**src/hdl/rx_aligner_defs.svh**
```systemverilog
// register offsets, field positions, reset values and protocol counts
// assumes a 32-bit APB slave decoding byte addresses on paddr[7:0]
`ifndef RX_ALIGNER_DEFS_SVH
`define RX_ALIGNER_DEFS_SVH

// register offsets
`define RWA_OFF_CTRL      8'h00
`define RWA_OFF_PATTERN   8'h04
`define RWA_OFF_ACQ       8'h08
`define RWA_OFF_LOSS      8'h0C
`define RWA_OFF_GOOD      8'h10
`define RWA_OFF_STATUS    8'h14

// control field positions
`define RWA_CTRL_PROTO_LSB  0
`define RWA_CTRL_AMODE_LSB  3
`define RWA_CTRL_LEN10_BIT  5
`define RWA_CTRL_WIDTH8_BIT 6

// reset values
`define RWA_RST_PROTO     3'h0
`define RWA_RST_AMODE     2'h0
`define RWA_RST_LEN10     1'h1
`define RWA_RST_PATTERN   16'h017C
`define RWA_RST_ACQ       9'h004
`define RWA_RST_LOSS      7'h04
`define RWA_RST_GOOD      9'h004

// protocol comma, running disparity minus, serial order lsb first
`define RWA_COMMA         10'h17C

// fixed synchronization counts per protocol
`define RWA_PCIE_ACQ      9'h004
`define RWA_PCIE_LOSS     7'h11
`define RWA_PCIE_GOOD     9'h010
`define RWA_XAUI_ACQ      9'h004
`define RWA_XAUI_LOSS     7'h04
`define RWA_XAUI_GOOD     9'h004
`define RWA_GBE_ACQ       9'h003
`define RWA_GBE_LOSS      7'h04
`define RWA_GBE_GOOD      9'h004
`define RWA_SRIO_ACQ      9'h07F
`define RWA_SRIO_LOSS     7'h03
`define RWA_SRIO_GOOD     9'h0FF

`endif

```
**src/hdl/rx_aligner_pkg.sv**
```systemverilog
// types shared by the word aligner and its bench
// assumes rx_aligner_defs.svh supplies all numbers
package rx_aligner_pkg;

  // functional mode of the channel
  typedef enum logic [2:0] {
    generic_mode              = 3'b000,
    pcie                      = 3'b001,
    xaui                      = 3'b010,
    gigabit_ethernet_mode     = 3'b011,
    serial_rapidio            = 3'b100,
    serial_digital_video_mode = 3'b101
  } proto_e;

  // aligner option in generic mode
  typedef enum logic [1:0] {
    align_manual  = 2'b00,
    align_auto    = 2'b01,
    align_bitslip = 2'b10
  } align_e;

  // synchronization state machine
  typedef enum logic [1:0] {
    sync_loss = 2'b00,
    sync_acq  = 2'b01,
    sync_ok   = 2'b10
  } sync_e;

  // word and status delivered to the fabric together
  typedef struct packed {
    logic [9:0] data;
    logic       sync;
    logic       hit;
  } rx_out_s;

endpackage : rx_aligner_pkg

```
**src/hdl/rx_word_aligner_10bit.sv**
```systemverilog
// receive word aligner for a 10-bit single-width channel
// assumes rx_data_in and the fabric controls are on pclk, the
// parallel recovered clock; configuration arrives over APB
//
// How it works
// - each slip_request rising edge moves the boundary by one bit
// - 8-bit slip: earlier word is low byte, later word high byte
// - generic slip mode pattern_hit pulses one cycle on a pattern match
// - 10-bit slip mode takes 7-bit or 10-bit patterns
// - protocol modes other than video run the sync machine with a fixed comma
// - generic mode may pick the sync machine with own pattern
// - acquire count is 4, 4, 3, 127 or programmed 1 to 256
// - loss count is 17, 4, 4, 3 or programmed 1 to 64
// - good run to drop one error: 16, 4, 4, 255 or 1 to 256
// - after pcs_reset, search and raise sync at acquire count
// - sync holds until loss count of errors, then waits again
// - manual mode follows align_enable level and realigns
// - align_enable low keeps the current boundary
// - status leaves with the same latency as the data
// - first pattern after enable pulses sync and hit
// - later patterns on same boundary pulse only hit
// - every realignment while enabled pulses sync
// - patterns straddling two words are found at any offset
// - generic mode may pick manual alignment
// - generic may pick bit-slip; video mode always slips
//
// The APB register port and the register offsets were chosen for this implementation.
`timescale 1ns/1ps
`include "rx_aligner_defs.svh"

module rx_word_aligner_10bit (
  // clock, reset, enable
  input  wire logic                    pclk,
  input  wire logic                    presetn,
  input  wire logic                    ce,
  // apb slave
  input  wire logic                    psel,
  input  wire logic                    penable,
  input  wire logic                    pwrite,
  input  wire logic [7:0]              paddr,
  input  wire logic [31:0]             pwdata,
  output logic      [31:0]             prdata,
  output logic                         pready,
  output logic                         pslverr,
  // deserializer side
  input  wire logic                    pcs_reset,
  input  wire logic [9:0]              rx_data_in,
  // fabric controls
  input  wire logic                    align_enable,
  input  wire logic                    slip_request,
  // aligned word with status
  output rx_aligner_pkg::rx_out_s      rx_out
);

  // pattern compare, 7-bit form looks at the low seven bits
  function automatic logic pat_match(input logic [9:0] word,
                                     input logic [9:0] pat,
                                     input logic       len10);
    pat_match = len10 ? (word == pat) : (word[6:0] == pat[6:0]);
  endfunction : pat_match

  // lowest offset that holds a pattern, earliest in time
  function automatic logic [3:0] first_set(input logic [9:0] v);
    first_set = 4'h0;
    for (int i = 9; i >= 0; i--) begin
      if (v[i]) begin
        first_set = 4'(i);
      end
    end
  endfunction : first_set

  // cheap code check: a valid 8b/10b group holds four to six ones
  function automatic logic code_ok(input logic [9:0] word);
    logic [3:0] ones;
    ones = 4'h0;
    for (int i = 0; i < 10; i++) begin
      ones = ones + {3'h0, word[i]};
    end
    code_ok = (ones >= 4'h4) && (ones <= 4'h6);
  endfunction : code_ok

  // configuration registers
  rx_aligner_pkg::proto_e  proto;
  rx_aligner_pkg::align_e  amode;
  logic                    len10;
  logic                    width8;
  logic [15:0]             pattern;
  logic [8:0]              acq_thr_reg;
  logic [6:0]              loss_thr_reg;
  logic [8:0]              good_thr_reg;

  // datapath and machine state
  logic [9:0]              prev_in;
  logic [3:0]              pos;
  logic                    slip_q;
  logic                    arm;
  rx_aligner_pkg::sync_e   state;
  logic [8:0]              acq_cnt;
  logic [6:0]              err_cnt;
  logic [8:0]              good_cnt;

  // mode decode
  wire logic is_generic = (proto == rx_aligner_pkg::generic_mode);
  wire logic is_video =
    (proto == rx_aligner_pkg::serial_digital_video_mode);
  wire logic is_slip = is_video ||
    (is_generic && amode == rx_aligner_pkg::align_bitslip);
  wire logic is_auto = (!is_generic && !is_video) ||
    (is_generic && amode == rx_aligner_pkg::align_auto);
  wire logic is_manual = !is_slip && !is_auto;
  wire logic slip8 = is_slip && is_generic && width8;

  // pattern in use: protocols take the comma of either disparity
  wire logic [9:0] eff_pat =
    is_generic ? pattern[9:0] : `RWA_COMMA;
  wire logic eff_len10 = is_generic ? len10 :
    (proto == rx_aligner_pkg::pcie ||
     proto == rx_aligner_pkg::serial_rapidio);
  wire logic dual = !is_generic;

  // thresholds: fixed per protocol, programmed in generic mode
  logic [8:0] acq_thr;
  logic [6:0] loss_thr;
  logic [8:0] good_thr;
  always_comb begin
    case (proto)
      rx_aligner_pkg::pcie: begin
        acq_thr  = `RWA_PCIE_ACQ;
        loss_thr = `RWA_PCIE_LOSS;
        good_thr = `RWA_PCIE_GOOD;
      end
      rx_aligner_pkg::xaui: begin
        acq_thr  = `RWA_XAUI_ACQ;
        loss_thr = `RWA_XAUI_LOSS;
        good_thr = `RWA_XAUI_GOOD;
      end
      rx_aligner_pkg::gigabit_ethernet_mode: begin
        acq_thr  = `RWA_GBE_ACQ;
        loss_thr = `RWA_GBE_LOSS;
        good_thr = `RWA_GBE_GOOD;
      end
      rx_aligner_pkg::serial_rapidio: begin
        acq_thr  = `RWA_SRIO_ACQ;
        loss_thr = `RWA_SRIO_LOSS;
        good_thr = `RWA_SRIO_GOOD;
      end
      default: begin
        acq_thr  = acq_thr_reg;
        loss_thr = loss_thr_reg;
        good_thr = good_thr_reg;
      end
    endcase
  end

  // two-word window, earlier bits at the low end
  wire logic [19:0] win = {rx_data_in, prev_in};
  wire logic [19:0] win8 = {4'h0, rx_data_in[7:0], prev_in[7:0]};

  // pattern search at every offset, also across words
  logic [9:0] hit_at;
  genvar k;
  generate
    for (k = 0; k < 10; k++) begin : g_search
      assign hit_at[k] =
        pat_match(win[k +: 10], eff_pat, eff_len10) ||
        (dual && pat_match(~win[k +: 10], eff_pat, eff_len10));
    end
  endgenerate
  wire logic       any_hit = |hit_at;
  wire logic [3:0] new_pos = first_set(hit_at);

  // manual realign only while enabled; arm marks first pattern
  wire logic man_realign = is_manual && align_enable &&
    any_hit && (arm || new_pos != pos);
  wire logic auto_lock = is_auto && any_hit &&
    (state == rx_aligner_pkg::sync_loss);

  // slip edge seen on pclk; one shift per edge
  wire logic slip_rise = slip_request && !slip_q;
  wire logic [3:0] last_pos = slip8 ? 4'h7 : 4'h9;

  // boundary update
  logic [3:0] next_pos;
  always_comb begin
    if (is_slip) begin
      if (slip_rise) begin
        next_pos = (pos >= last_pos) ? 4'h0 : pos + 4'h1;
      end else begin
        next_pos = pos;
      end
    end else if (man_realign || auto_lock) begin
      next_pos = new_pos;
    end else begin
      next_pos = pos;
    end
  end

  // word at the boundary in force for this cycle
  wire logic [3:0] sel =
    (man_realign || auto_lock) ? new_pos : pos;
  wire logic [9:0] sw = slip8 ? {2'h0, win8[sel +: 8]} : win[sel +: 10];
  wire logic sw_hit = pat_match(sw, eff_pat, eff_len10) ||
    (dual && pat_match(~sw, eff_pat, eff_len10));
  // earlier word is the low byte, the newer one the high byte
  wire logic slip_hit16 =
    ({sw[7:0], rx_out.data[7:0]} == pattern);

  // a group is bad if its code is wrong or a comma is misplaced
  wire logic bad = !code_ok(sw) || (any_hit && !hit_at[sel]);

  // sums widened for compare against thresholds
  wire logic [9:0] acq_inc  = {1'b0, acq_cnt} + 10'h001;
  wire logic [7:0] err_inc  = {1'b0, err_cnt} + 8'h01;
  wire logic [9:0] good_inc = {1'b0, good_cnt} + 10'h001;

  // synchronization state machine
  rx_aligner_pkg::sync_e next_state;
  logic [8:0] next_acq;
  logic [6:0] next_err;
  logic [8:0] next_good;
  always_comb begin
    next_state = state;
    next_acq   = acq_cnt;
    next_err   = err_cnt;
    next_good  = good_cnt;
    case (state)
      rx_aligner_pkg::sync_loss: begin
        if (auto_lock) begin
          next_acq   = 9'h001;
          next_state = (acq_thr <= 9'h001) ?
            rx_aligner_pkg::sync_ok : rx_aligner_pkg::sync_acq;
        end
      end
      rx_aligner_pkg::sync_acq: begin
        if (bad) begin
          next_state = rx_aligner_pkg::sync_loss;
          next_acq   = 9'h000;
        end else if (sw_hit) begin
          next_acq = acq_inc[8:0];
          if (acq_inc >= {1'b0, acq_thr}) begin
            next_state = rx_aligner_pkg::sync_ok;
            next_err   = 7'h00;
            next_good  = 9'h000;
          end
        end
      end
      rx_aligner_pkg::sync_ok: begin
        if (bad) begin
          next_good = 9'h000;
          next_err  = err_inc[6:0];
          if (err_inc >= {1'b0, loss_thr}) begin
            next_state = rx_aligner_pkg::sync_loss;
            next_err   = 7'h00;
            next_acq   = 9'h000;
          end
        end else if (good_inc >= {1'b0, good_thr}) begin
          next_good = 9'h000;
          if (err_cnt != 7'h00) begin
            next_err = err_cnt - 7'h01;
          end
        end else begin
          next_good = good_inc[8:0];
        end
      end
      default: begin
        next_state = rx_aligner_pkg::sync_loss;
      end
    endcase
    if (!is_auto) begin
      next_state = rx_aligner_pkg::sync_loss;
    end
  end

  // status formed on the same word it belongs to
  logic next_sync;
  logic next_hit;
  always_comb begin
    if (is_slip) begin
      next_sync = 1'b0;
      if (is_video) begin
        next_hit = 1'b0;
      end else if (slip8) begin
        next_hit = slip_hit16;
      end else begin
        next_hit = sw_hit;
      end
    end else if (is_auto) begin
      next_sync = (next_state == rx_aligner_pkg::sync_ok);
      next_hit  = sw_hit;
    end else begin
      next_sync = man_realign;
      next_hit  = sw_hit;
    end
  end

  // aligned word and status leave in one register stage
  always_ff @(posedge pclk or negedge presetn) begin
    if (!presetn) begin
      rx_out <= '0;
    end else if (ce) begin
      if (pcs_reset) begin
        rx_out <= '0;
      end else begin
        rx_out.data <= sw;
        rx_out.sync <= next_sync;
        rx_out.hit  <= next_hit;
      end
    end
  end

  // boundary, edge history and arm flag
  always_ff @(posedge pclk or negedge presetn) begin
    if (!presetn) begin
      prev_in <= 10'h000;
      pos     <= 4'h0;
      slip_q  <= 1'b0;
      arm     <= 1'b1;
    end else if (ce) begin
      prev_in <= rx_data_in;
      slip_q  <= slip_request;
      if (pcs_reset) begin
        pos <= 4'h0;
        arm <= 1'b1;
      end else begin
        pos <= next_pos;
        // low enable re-arms so the next first pattern reports
        arm <= !align_enable || (arm && !man_realign);
      end
    end
  end

  // machine state and counters
  always_ff @(posedge pclk or negedge presetn) begin
    if (!presetn) begin
      state    <= rx_aligner_pkg::sync_loss;
      acq_cnt  <= 9'h000;
      err_cnt  <= 7'h00;
      good_cnt <= 9'h000;
    end else if (ce) begin
      if (pcs_reset) begin
        state    <= rx_aligner_pkg::sync_loss;
        acq_cnt  <= 9'h000;
        err_cnt  <= 7'h00;
        good_cnt <= 9'h000;
      end else begin
        state    <= next_state;
        acq_cnt  <= next_acq;
        err_cnt  <= next_err;
        good_cnt <= next_good;
      end
    end
  end

  // apb decode; one wait state keeps prdata from a flop
  wire logic acc      = psel && penable;
  wire logic next_rdy = acc && !pready;
  wire logic wr_fire  = acc && pready && pwrite;
  wire logic hit_ctrl = (paddr == `RWA_OFF_CTRL);
  wire logic hit_pat  = (paddr == `RWA_OFF_PATTERN);
  wire logic hit_acq  = (paddr == `RWA_OFF_ACQ);
  wire logic hit_loss = (paddr == `RWA_OFF_LOSS);
  wire logic hit_good = (paddr == `RWA_OFF_GOOD);
  wire logic hit_stat = (paddr == `RWA_OFF_STATUS);
  wire logic mapped   = hit_ctrl || hit_pat || hit_acq ||
    hit_loss || hit_good || hit_stat;

  // read mux; unused bits read as zero
  logic [31:0] rd_val;
  always_comb begin
    rd_val = 32'h00000000;
    if (hit_ctrl) begin
      rd_val[`RWA_CTRL_PROTO_LSB +: 3] = proto;
      rd_val[`RWA_CTRL_AMODE_LSB +: 2] = amode;
      rd_val[`RWA_CTRL_LEN10_BIT]      = len10;
      rd_val[`RWA_CTRL_WIDTH8_BIT]     = width8;
    end
    if (hit_pat) begin
      rd_val[15:0] = pattern;
    end
    if (hit_acq) begin
      rd_val[8:0] = acq_thr_reg;
    end
    if (hit_loss) begin
      rd_val[6:0] = loss_thr_reg;
    end
    if (hit_good) begin
      rd_val[8:0] = good_thr_reg;
    end
    if (hit_stat) begin
      rd_val[6:0] = {rx_out.sync, state, pos};
    end
  end

  // apb answer registers
  always_ff @(posedge pclk or negedge presetn) begin
    if (!presetn) begin
      pready  <= 1'b0;
      pslverr <= 1'b0;
      prdata  <= 32'h00000000;
    end else if (ce) begin
      pready  <= next_rdy;
      pslverr <= next_rdy && !mapped;
      if (next_rdy) begin
        prdata <= pwrite ? 32'h00000000 : rd_val;
      end
    end
  end

  // configuration writes land on the completing edge
  always_ff @(posedge pclk or negedge presetn) begin
    if (!presetn) begin
      proto        <= rx_aligner_pkg::proto_e'(`RWA_RST_PROTO);
      amode        <= rx_aligner_pkg::align_e'(`RWA_RST_AMODE);
      len10        <= `RWA_RST_LEN10;
      width8       <= 1'b0;
      pattern      <= `RWA_RST_PATTERN;
      acq_thr_reg  <= `RWA_RST_ACQ;
      loss_thr_reg <= `RWA_RST_LOSS;
      good_thr_reg <= `RWA_RST_GOOD;
    end else if (ce && wr_fire) begin
      if (hit_ctrl) begin
        proto  <= rx_aligner_pkg::proto_e'(
                    pwdata[`RWA_CTRL_PROTO_LSB +: 3]);
        amode  <= rx_aligner_pkg::align_e'(
                    pwdata[`RWA_CTRL_AMODE_LSB +: 2]);
        len10  <= pwdata[`RWA_CTRL_LEN10_BIT];
        width8 <= pwdata[`RWA_CTRL_WIDTH8_BIT];
      end
      if (hit_pat) begin
        pattern <= pwdata[15:0];
      end
      if (hit_acq) begin
        acq_thr_reg <= pwdata[8:0];
      end
      if (hit_loss) begin
        loss_thr_reg <= pwdata[6:0];
      end
      if (hit_good) begin
        good_thr_reg <= pwdata[8:0];
      end
    end
  end

endmodule : rx_word_aligner_10bit

```
**config.mk**
```make
export PLATFORM = sky130hd
export DESIGN_NAME = rx_word_aligner_10bit
export DESIGN_NICKNAME = d
export VERILOG_FILES = /design/src/hdl/rx_aligner_pkg.sv /design/src/hdl/rx_word_aligner_10bit.sv
export VERILOG_INCLUDE_DIRS = /design/src /design/src/hdl
export SDC_FILE = /design/constraint.sdc
export NUM_CORES = 1
export LEC_CHECK = 0
export BUFFER_PORTS_ARGS = -buffer_cell sky130_fd_sc_hd__buf_2
export CAP_MARGIN = 10
export CELL_PAD_IN_SITES_DETAIL_PLACEMENT = 1
export CELL_PAD_IN_SITES_GLOBAL_PLACEMENT = 2
export CORE_MARGIN = 2
export CORE_UTILIZATION = 38
export CTS_CLUSTER_SIZE = 12
export DETAILED_ROUTE_END_ITERATION = 8
export PLACE_DENSITY = 0.94
export SLEW_MARGIN = 5
export SYNTH_ARGS = -nofsm -noshare
export SYNTH_HDL_FRONTEND = slang
export SYNTH_SLANG_ARGS = --single-unit
export TNS_END_PERCENT = 100
```
**constraint.sdc**
```tcl
create_clock -name pclk -period 9.9 [get_ports pclk]
set_clock_uncertainty 0.1 [all_clocks]
set_input_delay 0.99 -clock pclk [delete_from_list [all_inputs] [get_ports pclk]]
set_output_delay 0.99 -clock pclk [all_outputs]
set_load 0.05 [all_outputs]
```
==> results of run 1 <==
## kinds of logic (layout without fill, tap and decap cells)
family,count (synthesis),in the layout,share of synthesized area
and+or+nand+nor,391,391,0.187
DFF,121,121,0.268
AOI/OAI and AO/OA,314,314,0.199
other,1,16,0.000331
muxes,108,108,0.106
adders and majority gates,48,48,0.0565
buffers and inverters,145,215,0.0632
xor gates and xnor gates,152,152,0.119
## through the flow
stage	TNS, ps	setup slack, ps	hold slack [ps]	cell area (µm²)
final	0	290	383	13100
after global routing	-209	-49.4	407	13100
after CTS	0	8.27	386	13000
after detailed placement	-333	-78.3	372	12300
after global placement	0	198	362	12300
after floorplan	0	599	372	11400
## what timing repair did
| item | in CTS | in global routing |
|---|---|---|
| endpoints found under the hold margin | 0 | 0 |
| setup buffers | 0 | 4 |
| hold buffers | 0 | 0 |
| gates cloned | 0 | 1 |
| endpoints found under the setup margin | 27 | 28 |
| pin swaps | 0 | 3 |
| gates resized for setup | 6 | 26 |
## path summary, 6_finish.rpt
path	slack, ps	to	start	cells after the start
max	290	err_cnt[1]	proto[0]	37
min	380	rx_out[0]	rx_out[0]	1
max reg2reg	290	err_cnt[1]	proto[0]	37
min reg2reg	380	rx_out[0]	rx_out[0]	1
max in group asynchronous	7690	proto[0]	presetn	2
min in group asynchronous	540	acq_cnt[5]	presetn	1
## final cells by class
type	instances	area (µm²)	area share
clock inverters	13	215	0.0164
clock buffers	19	453	0.0345
repair buffers	143	996	0.0759
flip-flops and latches	121	3050	0.233
well taps	390	488	0.0372
inverters	40	150	0.0114
multi-input cells	1029	7770	0.592
## routing by layer
metal / routed length, µm / part of all wire / global-route usage / up-vias
li1: - / - / - / 4805
met1: 16900 / 0.41 / 0.326 / 5418
met2: 20700 / 0.50 / 0.455 / 420
met3: 2170 / 0.052 / 0.0389 / 128
met4: 1680 / 0.041 / 0.124 / 0
met5: 0 / 0 / 0 / -
## layout by cell type, fill, tap and decap left out, types with 6 or more instances in the layout
cell type                   synthesis  layout
sky130_fd_sc_hd__buf_12             0       6
sky130_fd_sc_hd__a211oi_1           6       6
sky130_fd_sc_hd__mux2_2            60      60
sky130_fd_sc_hd__nor3_1            22      21
sky130_fd_sc_hd__nor3b_1            6       6
sky130_fd_sc_hd__nand2b_1          18      18
sky130_fd_sc_hd__nor2b_1           17      17
sky130_fd_sc_hd__dfrtp_1          110     107
sky130_fd_sc_hd__xor2_1            63      63
sky130_fd_sc_hd__buf_4             25      63
sky130_fd_sc_hd__a22oi_1            9       9
sky130_fd_sc_hd__and3_1            16      16
sky130_fd_sc_hd__a31oi_1            9       9
sky130_fd_sc_hd__mux2_1             6       6
sky130_fd_sc_hd__nand2_1           98      98
sky130_fd_sc_hd__o31ai_1           10      10
sky130_fd_sc_hd__nand3_1           59      59
sky130_fd_sc_hd__or3_1             13      12
sky130_fd_sc_hd__conb_1             1      16
sky130_fd_sc_hd__o21ai_1           16      14
sky130_fd_sc_hd__o2bb2ai_1          7       6
sky130_fd_sc_hd__buf_2             20      71
sky130_fd_sc_hd__mux2i_1           38      34
sky130_fd_sc_hd__xnor2_1           88      88
sky130_fd_sc_hd__nand4_1           17      17
sky130_fd_sc_hd__o211ai_1          15      15
sky130_fd_sc_hd__fa_1               6       6
sky130_fd_sc_hd__a21o_1            17      17
sky130_fd_sc_hd__nor2_1            58      57
sky130_fd_sc_hd__nor4_1            23      21
sky130_fd_sc_hd__clkbuf_16          0      18
sky130_fd_sc_hd__o21ai_0           83      83
sky130_fd_sc_hd__a21oi_1           41      40
sky130_fd_sc_hd__ha_1              40      40
sky130_fd_sc_hd__o22ai_1           11      11
sky130_fd_sc_hd__inv_1             40      40
sky130_fd_sc_hd__a22o_1            18      18
sky130_fd_sc_hd__dfstp_2           11      11
## power groups by stage
stage / sequential, mW / clock [mW] / combinational, mW
floorplan: 0.562 / 0 / 0.483
global placement: 0.557 / 0 / 0.664
detailed placement: 0.558 / 0 / 0.698
CTS: 0.549 / 0.730 / 0.730
global route: 0.553 / 0.751 / 0.836
finish: 0.550 / 0.726 / 0.765
==> out/qor.log, run 1 <==
INFO  worst_setup_path crit_path_end_kind=register
INFO  finish         post-route-util=0.445
INFO  yosys          number_of_flops_mapped_to_enable_cells_by_yosys=0
INFO  sta            final_hold_vio_count=0
INFO  sta            timing.fmax=104MHz
INFO  yosys          seq_area_frac_synth=0.268
INFO  placed_design  finalWeightedCongestion=0.924
INFO  worst_setup_path cp.arrival=9840ps
INFO  outcome        status=finished clean
INFO  sta            timing.slew.headroom=0.151
INFO  placed_design  detailed_place_hpwl=29700µm
INFO  clocking       clock_tree.root_cell=sky130_fd_sc_hd__clkbuf_16
INFO  finish         layout.cells.non_filler=1755
INFO  clocking       clock_path_buffers=2
INFO  finish         design.final.nets=1457
INFO  yosys          synth_most_common_cell=sky130_fd_sc_hd__dfrtp_1
INFO  yosys          cell_variety_after_synth=98
INFO  placed_design  placement.io_buffers=72
INFO  finish         insertedDiodeCount=0
INFO  power_and_ir_drop leakagePower=5.81nW
INFO  floorplanning  die_height=177µm
INFO  placed_design  post_place_cells=1718
INFO  worst_setup_path critPathMaxStageDelay=590ps
INFO  yosys          ys.flop_type=sky130_fd_sc_hd__dfrtp_1
INFO  sta            slew_violations=0
INFO  worst_setup_path cp.buffers_inverters=8
INFO  worst_hold_path holdCritPathClass=register to register
INFO  drt            vias=10800
INFO  floorplanning  floorplan.die.width=177µm
INFO  global_routing grt_overflow_total=0
INFO  power_and_ir_drop vdd_drop_max=0.143mV
INFO  worst_setup_path worst_ep_required_time=10130ps
INFO  drt            drt_iter0_markers=792
INFO  finish         reg.largest.list=pattern x16, prdata x16, rx_out x12
INFO  worst_setup_path critPathKind=register to register
INFO  worst_setup_path critPathTopFamily=compound AO/OA/AOI/OAI gates
INFO  sta            unrepaired_setup_endpoints_after_global_routing=true
INFO  yosys          ys_top_cells_by_area=sky130_fd_sc_hd__dfrtp_1 24%, sky130_fd_sc_hd__xnor2_1 6.8%, sky130_fd_sc_hd__mux2_2 6.0%, sky130_fd_sc_hd__xor2_1 4.9%, sky130_fd_sc_hd__ha_1 4.4%
INFO  power_and_ir_drop power.switching_fraction=0.377
INFO  global_routing antenna_violations_before_repair=0
INFO  clocking       cts_buffers=17
INFO  yosys          yosysWarnings=0
INFO  worst_setup_path cp_startpoint_kind=register
INFO  clocking       tritoncts_clock_tree=yes
INFO  drt            viasPerCell=6.14
INFO  floorplanning  floorplan.initialDensity=0.384
INFO  power_and_ir_drop power.share.clock=0.356
INFO  floorplanning  design.die.area=31200µm²
INFO  clocking       cts.clk_slew.worst_paths=60ps
INFO  worst_setup_path critical_path.max_fanout=15
INFO  clocking       cts.htree.levels=4
INFO  finish         final.fill_count=3461
INFO  power_and_ir_drop power=2.04mW
INFO  clocking       clk-insertion-delay-late=450ps
INFO  floorplanning  io_pins=105
INFO  clocking       total_clock_sinks=121
INFO  global_routing grt_max_degree=64
INFO  global_routing number_of_global_route_vias_before_repair=11300
INFO  yosys          ys_ff_latch=121
INFO  floorplanning  floorplan.rows=63
INFO  finish         post_route_cells_drive_above_1_share=0.229
INFO  power_and_ir_drop p_seq_frac=0.270
INFO  power_and_ir_drop comb_power_share=0.375
INFO  sta            worst-slew-pin-transition=1260ps
INFO  sta            min_period=9610ps
INFO  power_and_ir_drop power.density=155nW/µm²
INFO  drt            detail_route.first_pass.iterations=6
INFO  global_routing grt_util_all_layers=0.265
INFO  drt            routed_wire_per_std_cell=23.6µm
INFO  drt            route.detailed.drc=0
INFO  finish         synthToLayoutAreaGrowth=15.8%
INFO  yosys          synth_top_cell_area_share=0.243
INFO  global_routing grt_first_pass_wirelength=64400µm
INFO  sta            period_share=0.971
INFO  power_and_ir_drop power_report.internal_total=1.27mW
INFO  yosys          post_synth_most_frequent_cells=110 x sky130_fd_sc_hd__dfrtp_1, 98 x sky130_fd_sc_hd__nand2_1, 88 x sky130_fd_sc_hd__xnor2_1, 83 x sky130_fd_sc_hd__o21ai_0, 63 x sky130_fd_sc_hd__xor2_1
INFO  drt            finalWirelength=41400µm
INFO  yosys          synth.cell_area=11300µm²
INFO  yosys          yosysTopAreaCell=sky130_fd_sc_hd__dfrtp_1
INFO  floorplanning  floorplan.core_area=29500µm²
INFO  drt            final_antenna_net_count=0
INFO  yosys          synth_cells=1280
INFO  yosys          ys_async_rst_share=1.00
INFO  sta            finalSetupViolations=0
INFO  yosys          syn_avg_cell_area=8.85µm²
INFO  worst_setup_path slowest_stage=sky130_fd_sc_hd__dfrtp_4
INFO  power_and_ir_drop net-switching-power=0.769mW
INFO  run            max-cap-violations=0
(Power assumes the default switching activity.)
==> run 2: changes to the inputs <==
--- a/config.mk
+++ b/config.mk
@@ -15,6 +15,7 @@
 export CTS_CLUSTER_SIZE = 12
 export DETAILED_ROUTE_END_ITERATION = 8
 export PLACE_DENSITY = 0.94
+export REMOVE_ABC_BUFFERS = 1
 export SLEW_MARGIN = 5
 export SYNTH_ARGS = -nofsm -noshare
 export SYNTH_HDL_FRONTEND = slang
==> out/qor.log, run 2 (synthesized netlist as in run 1, its figures left out) <==
INFO  clocking       clock_path_buffers=2 [unchanged]
INFO  global_routing number_of_global_route_vias_before_repair=11200 [-1.2%]
INFO  finish         design.final.nets=1491 [+2.3%]
INFO  sta            timing.slew.headroom=0.230 [+0.0786]
INFO  floorplanning  floorplan.die.width=177µm [unchanged]
INFO  worst_setup_path reg2regPathDepth=37 [unchanged]
INFO  outcome        status=finished clean
INFO  floorplanning  io_pins=105 [unchanged]
INFO  clocking       tritoncts_clock_tree=yes
INFO  floorplanning  design.die.area=31200µm² [unchanged]
INFO  finish         reg.largest.list=pattern x16, prdata x16, rx_out x12
INFO  clocking       clock_tree.root_cell=sky130_fd_sc_hd__clkbuf_16
INFO  worst_setup_path cp_startpoint_kind=register
INFO  floorplanning  floorplan.initialDensity=0.384 [unchanged]
INFO  sta            slew_violations=0 [unchanged]
INFO  drt            detail_route.first_pass.iterations=7 [+1]
INFO  power_and_ir_drop vdd_drop_max=0.109mV [-24%]
INFO  power_and_ir_drop comb_power_share=0.385 [+0.010]
INFO  finish         final.fill_count=3483 [+0.64%]
INFO  floorplanning  die_height=177µm [unchanged]
INFO  drt            route.detailed.drc=0 [unchanged]
INFO  placed_design  placement.io_buffers=72 [unchanged]
INFO  worst_setup_path slowest_stage=sky130_fd_sc_hd__dfrtp_4
INFO  finish         post-route-util=0.455 [+0.00942]
INFO  sta            hold_slack=380ps [-2.59 ps]
INFO  global_routing grt_max_degree=68 [+6.3%]
INFO  finish         layout_common_cells=109 x sky130_fd_sc_hd__dfrtp_1, 98 x sky130_fd_sc_hd__nand2_1, 91 x sky130_fd_sc_hd__buf_4, 88 x sky130_fd_sc_hd__xnor2_1, 81 x sky130_fd_sc_hd__o21ai_0
INFO  sta            finalSetupTns=0ps [unchanged]
INFO  global_routing grt_util_all_layers=0.259 [-0.00577]
INFO  worst_setup_path worst_path_most_repeated_cell=sky130_fd_sc_hd__buf_4
INFO  power_and_ir_drop power.switching_fraction=0.395 [+0.0187]
INFO  drt            final_antenna_net_count=0 [unchanged]
INFO  power_and_ir_drop p_seq_frac=0.276 [+0.006]
INFO  drt            routed_wire_per_std_cell=23.6µm [about the same]
INFO  worst_setup_path crit_path_end_kind=register
INFO  finish         synthToLayoutAreaGrowth=18.3%
INFO  power_and_ir_drop leakagePower=5.96nW [+2.6%]
INFO  drt            finalWirelength=42200µm [+1.9%]
INFO  worst_hold_path holdCritPathClass=register to register
INFO  worst_setup_path critPathKind=register to register
INFO  power_and_ir_drop net-switching-power=0.784mW [+2.0%]
INFO  sta            final_hold_vio_count=0 [unchanged]
INFO  clocking       cts.clk_slew.worst_paths=70ps [about the same]
INFO  worst_setup_path critPathMaxStageDelay=580ps [about the same]
INFO  worst_setup_path critical_path.max_fanout=8 [-7]
INFO  finish         most_frequent_standard_cell_in_the_layout_excluding_fill_and_tap_cells=sky130_fd_sc_hd__dfrtp_1
INFO  power_and_ir_drop power.share.clock=0.339 [-0.017]
INFO  sta            timing.fmax=103MHz [-0.68%]
INFO  clocking       cts.htree.levels=4 [unchanged]
INFO  sta            period_share=0.977 [+0.00663]
INFO  drt            vias=11100 [+2.9%]
INFO  worst_setup_path cp.arrival=9880ps [+40 ps]
INFO  sta            min_period=9680ps [+65.6 ps]
INFO  finish         insertedDiodeCount=0 [unchanged]
INFO  power_and_ir_drop power=1.98mW [-2.8%]
INFO  finish         layout.cells.non_filler=1789 [+1.9%]
INFO  drt            viasPerCell=6.20 [+0.94%]
INFO  floorplanning  floorplan.rows=63 [unchanged]
INFO  global_routing grt_first_pass_wirelength=63100µm [-2.0%]
INFO  run            max-cap-violations=0 [unchanged]
INFO  global_routing antenna_violations_before_repair=0 [unchanged]
INFO  clocking       clk-insertion-delay-late=440ps [about the same]
INFO  power_and_ir_drop power.density=148nW/µm² [-4.9%]
INFO  drt            drt_iter0_markers=828 [+4.5%]
INFO  power_and_ir_drop power_report.internal_total=1.20mW [-5.8%]
INFO  clocking       total_clock_sinks=121 [unchanged]
INFO  sta            finalSetupViolations=0 [unchanged]
INFO  worst_setup_path worst_ep_required_time=10110ps [-20 ps]
INFO  worst_hold_path timing.hold.worst_path_depth=2 [+1]
INFO  finish         post_route_cells_drive_above_1_share=0.251 [+0.0216]
INFO  sta            worst-slew-pin-transition=1150ps [-117 ps]
INFO  global_routing grt_overflow_total=0 [unchanged]
INFO  placed_design  post_place_cells=1726 [+0.47%]
INFO  floorplanning  floorplan.core_area=29500µm² [unchanged]
INFO  placed_design  finalWeightedCongestion=0.966 [+4.5%]
INFO  placed_design  detailed_place_hpwl=29800µm [+0.56%]
INFO  clocking       cts_buffers=17 [unchanged]
run 2: cell types whose count changed in the layout (fill, tap and decap cells not counted), moves of 3 or more:
| cell | change |
|---|---|
| sky130_fd_sc_hd__buf_6 | +5 |
| sky130_fd_sc_hd__o21ai_1 | +3 |
| sky130_fd_sc_hd__inv_6 | +5 |
| sky130_fd_sc_hd__buf_4 | +28 |
| sky130_fd_sc_hd__bufinv_16 | -3 |
run 2: worst max-delay path: cells and delay by family (launching register included):
kind,cells,cell delay (ps)
buf+inv,8,1480
simple gates,8,1930
fa+ha+maj,5,2100
xor+xnor,1,100
flops,1,580
compound gates,15,3230
run 2: worst paths after layout:
check,startpoint,to,slack [ps]
max,proto[2],acq_cnt[2],220
min,prdata[15],prdata[15],380
max reg2reg,proto[2],acq_cnt[2],220
min reg2reg,prdata[15],prdata[15],380
max in group asynchronous,presetn,proto[2],7760
min in group asynchronous,presetn,good_thr_reg[8],580
run 2: layer usage:
metal	up-vias	wire, µm	global-route usage
li1	4872	-	-
met5	-	0	0
met1	5648	17600	0.338
met3	101	2570	0.0331
met4	0	1370	0.0950
met2	462	20700	0.438
run 2: final cells by class:
type	count	area (µm²)	area share
multi-input combinational	1029	7860	0.586
clock inverter	15	176	0.0132
clock buffer	17	425	0.0317
tap	390	488	0.0364
inverter	40	150	0.0112
timing repair buffer	177	1260	0.0941
sequential	121	3050	0.227
run 2: timing repair:
action / 4_1_cts / 5_1_grt
pin swaps: 0 / 5
buffers inserted: 0 / 29
resized for setup: 3 / 42
cloned: 0 / 2
setup endpoints to repair: 4 / 28
hold buffers: 0 / 0
hold endpoints to repair: 0 / 0
run 2: per-stage QoR:
step / worst slack (ps) / cell area (µm²)
3_3_place_gp: 199 / 12300
6_report: 224 / 13400
5_1_grt: -342 / 13400
3_5_place_dp: -0.508 / 12300
4_1_cts: 77.7 / 12900
2_1_floorplan: -1410 / 10800
run 2: power by group through the flow:
| stage | clock (mW) | sequential [mW] | combinational (mW) |
|---|---|---|---|
| global placement | 0 | 0.554 | 0.689 |
| CTS | 0.670 | 0.547 | 0.732 |
| floorplan | 0 | 0.574 | 0.439 |
| finish | 0.672 | 0.548 | 0.763 |
| global route | 0.688 | 0.550 | 0.828 |
| detailed placement | 0 | 0.555 | 0.713 |
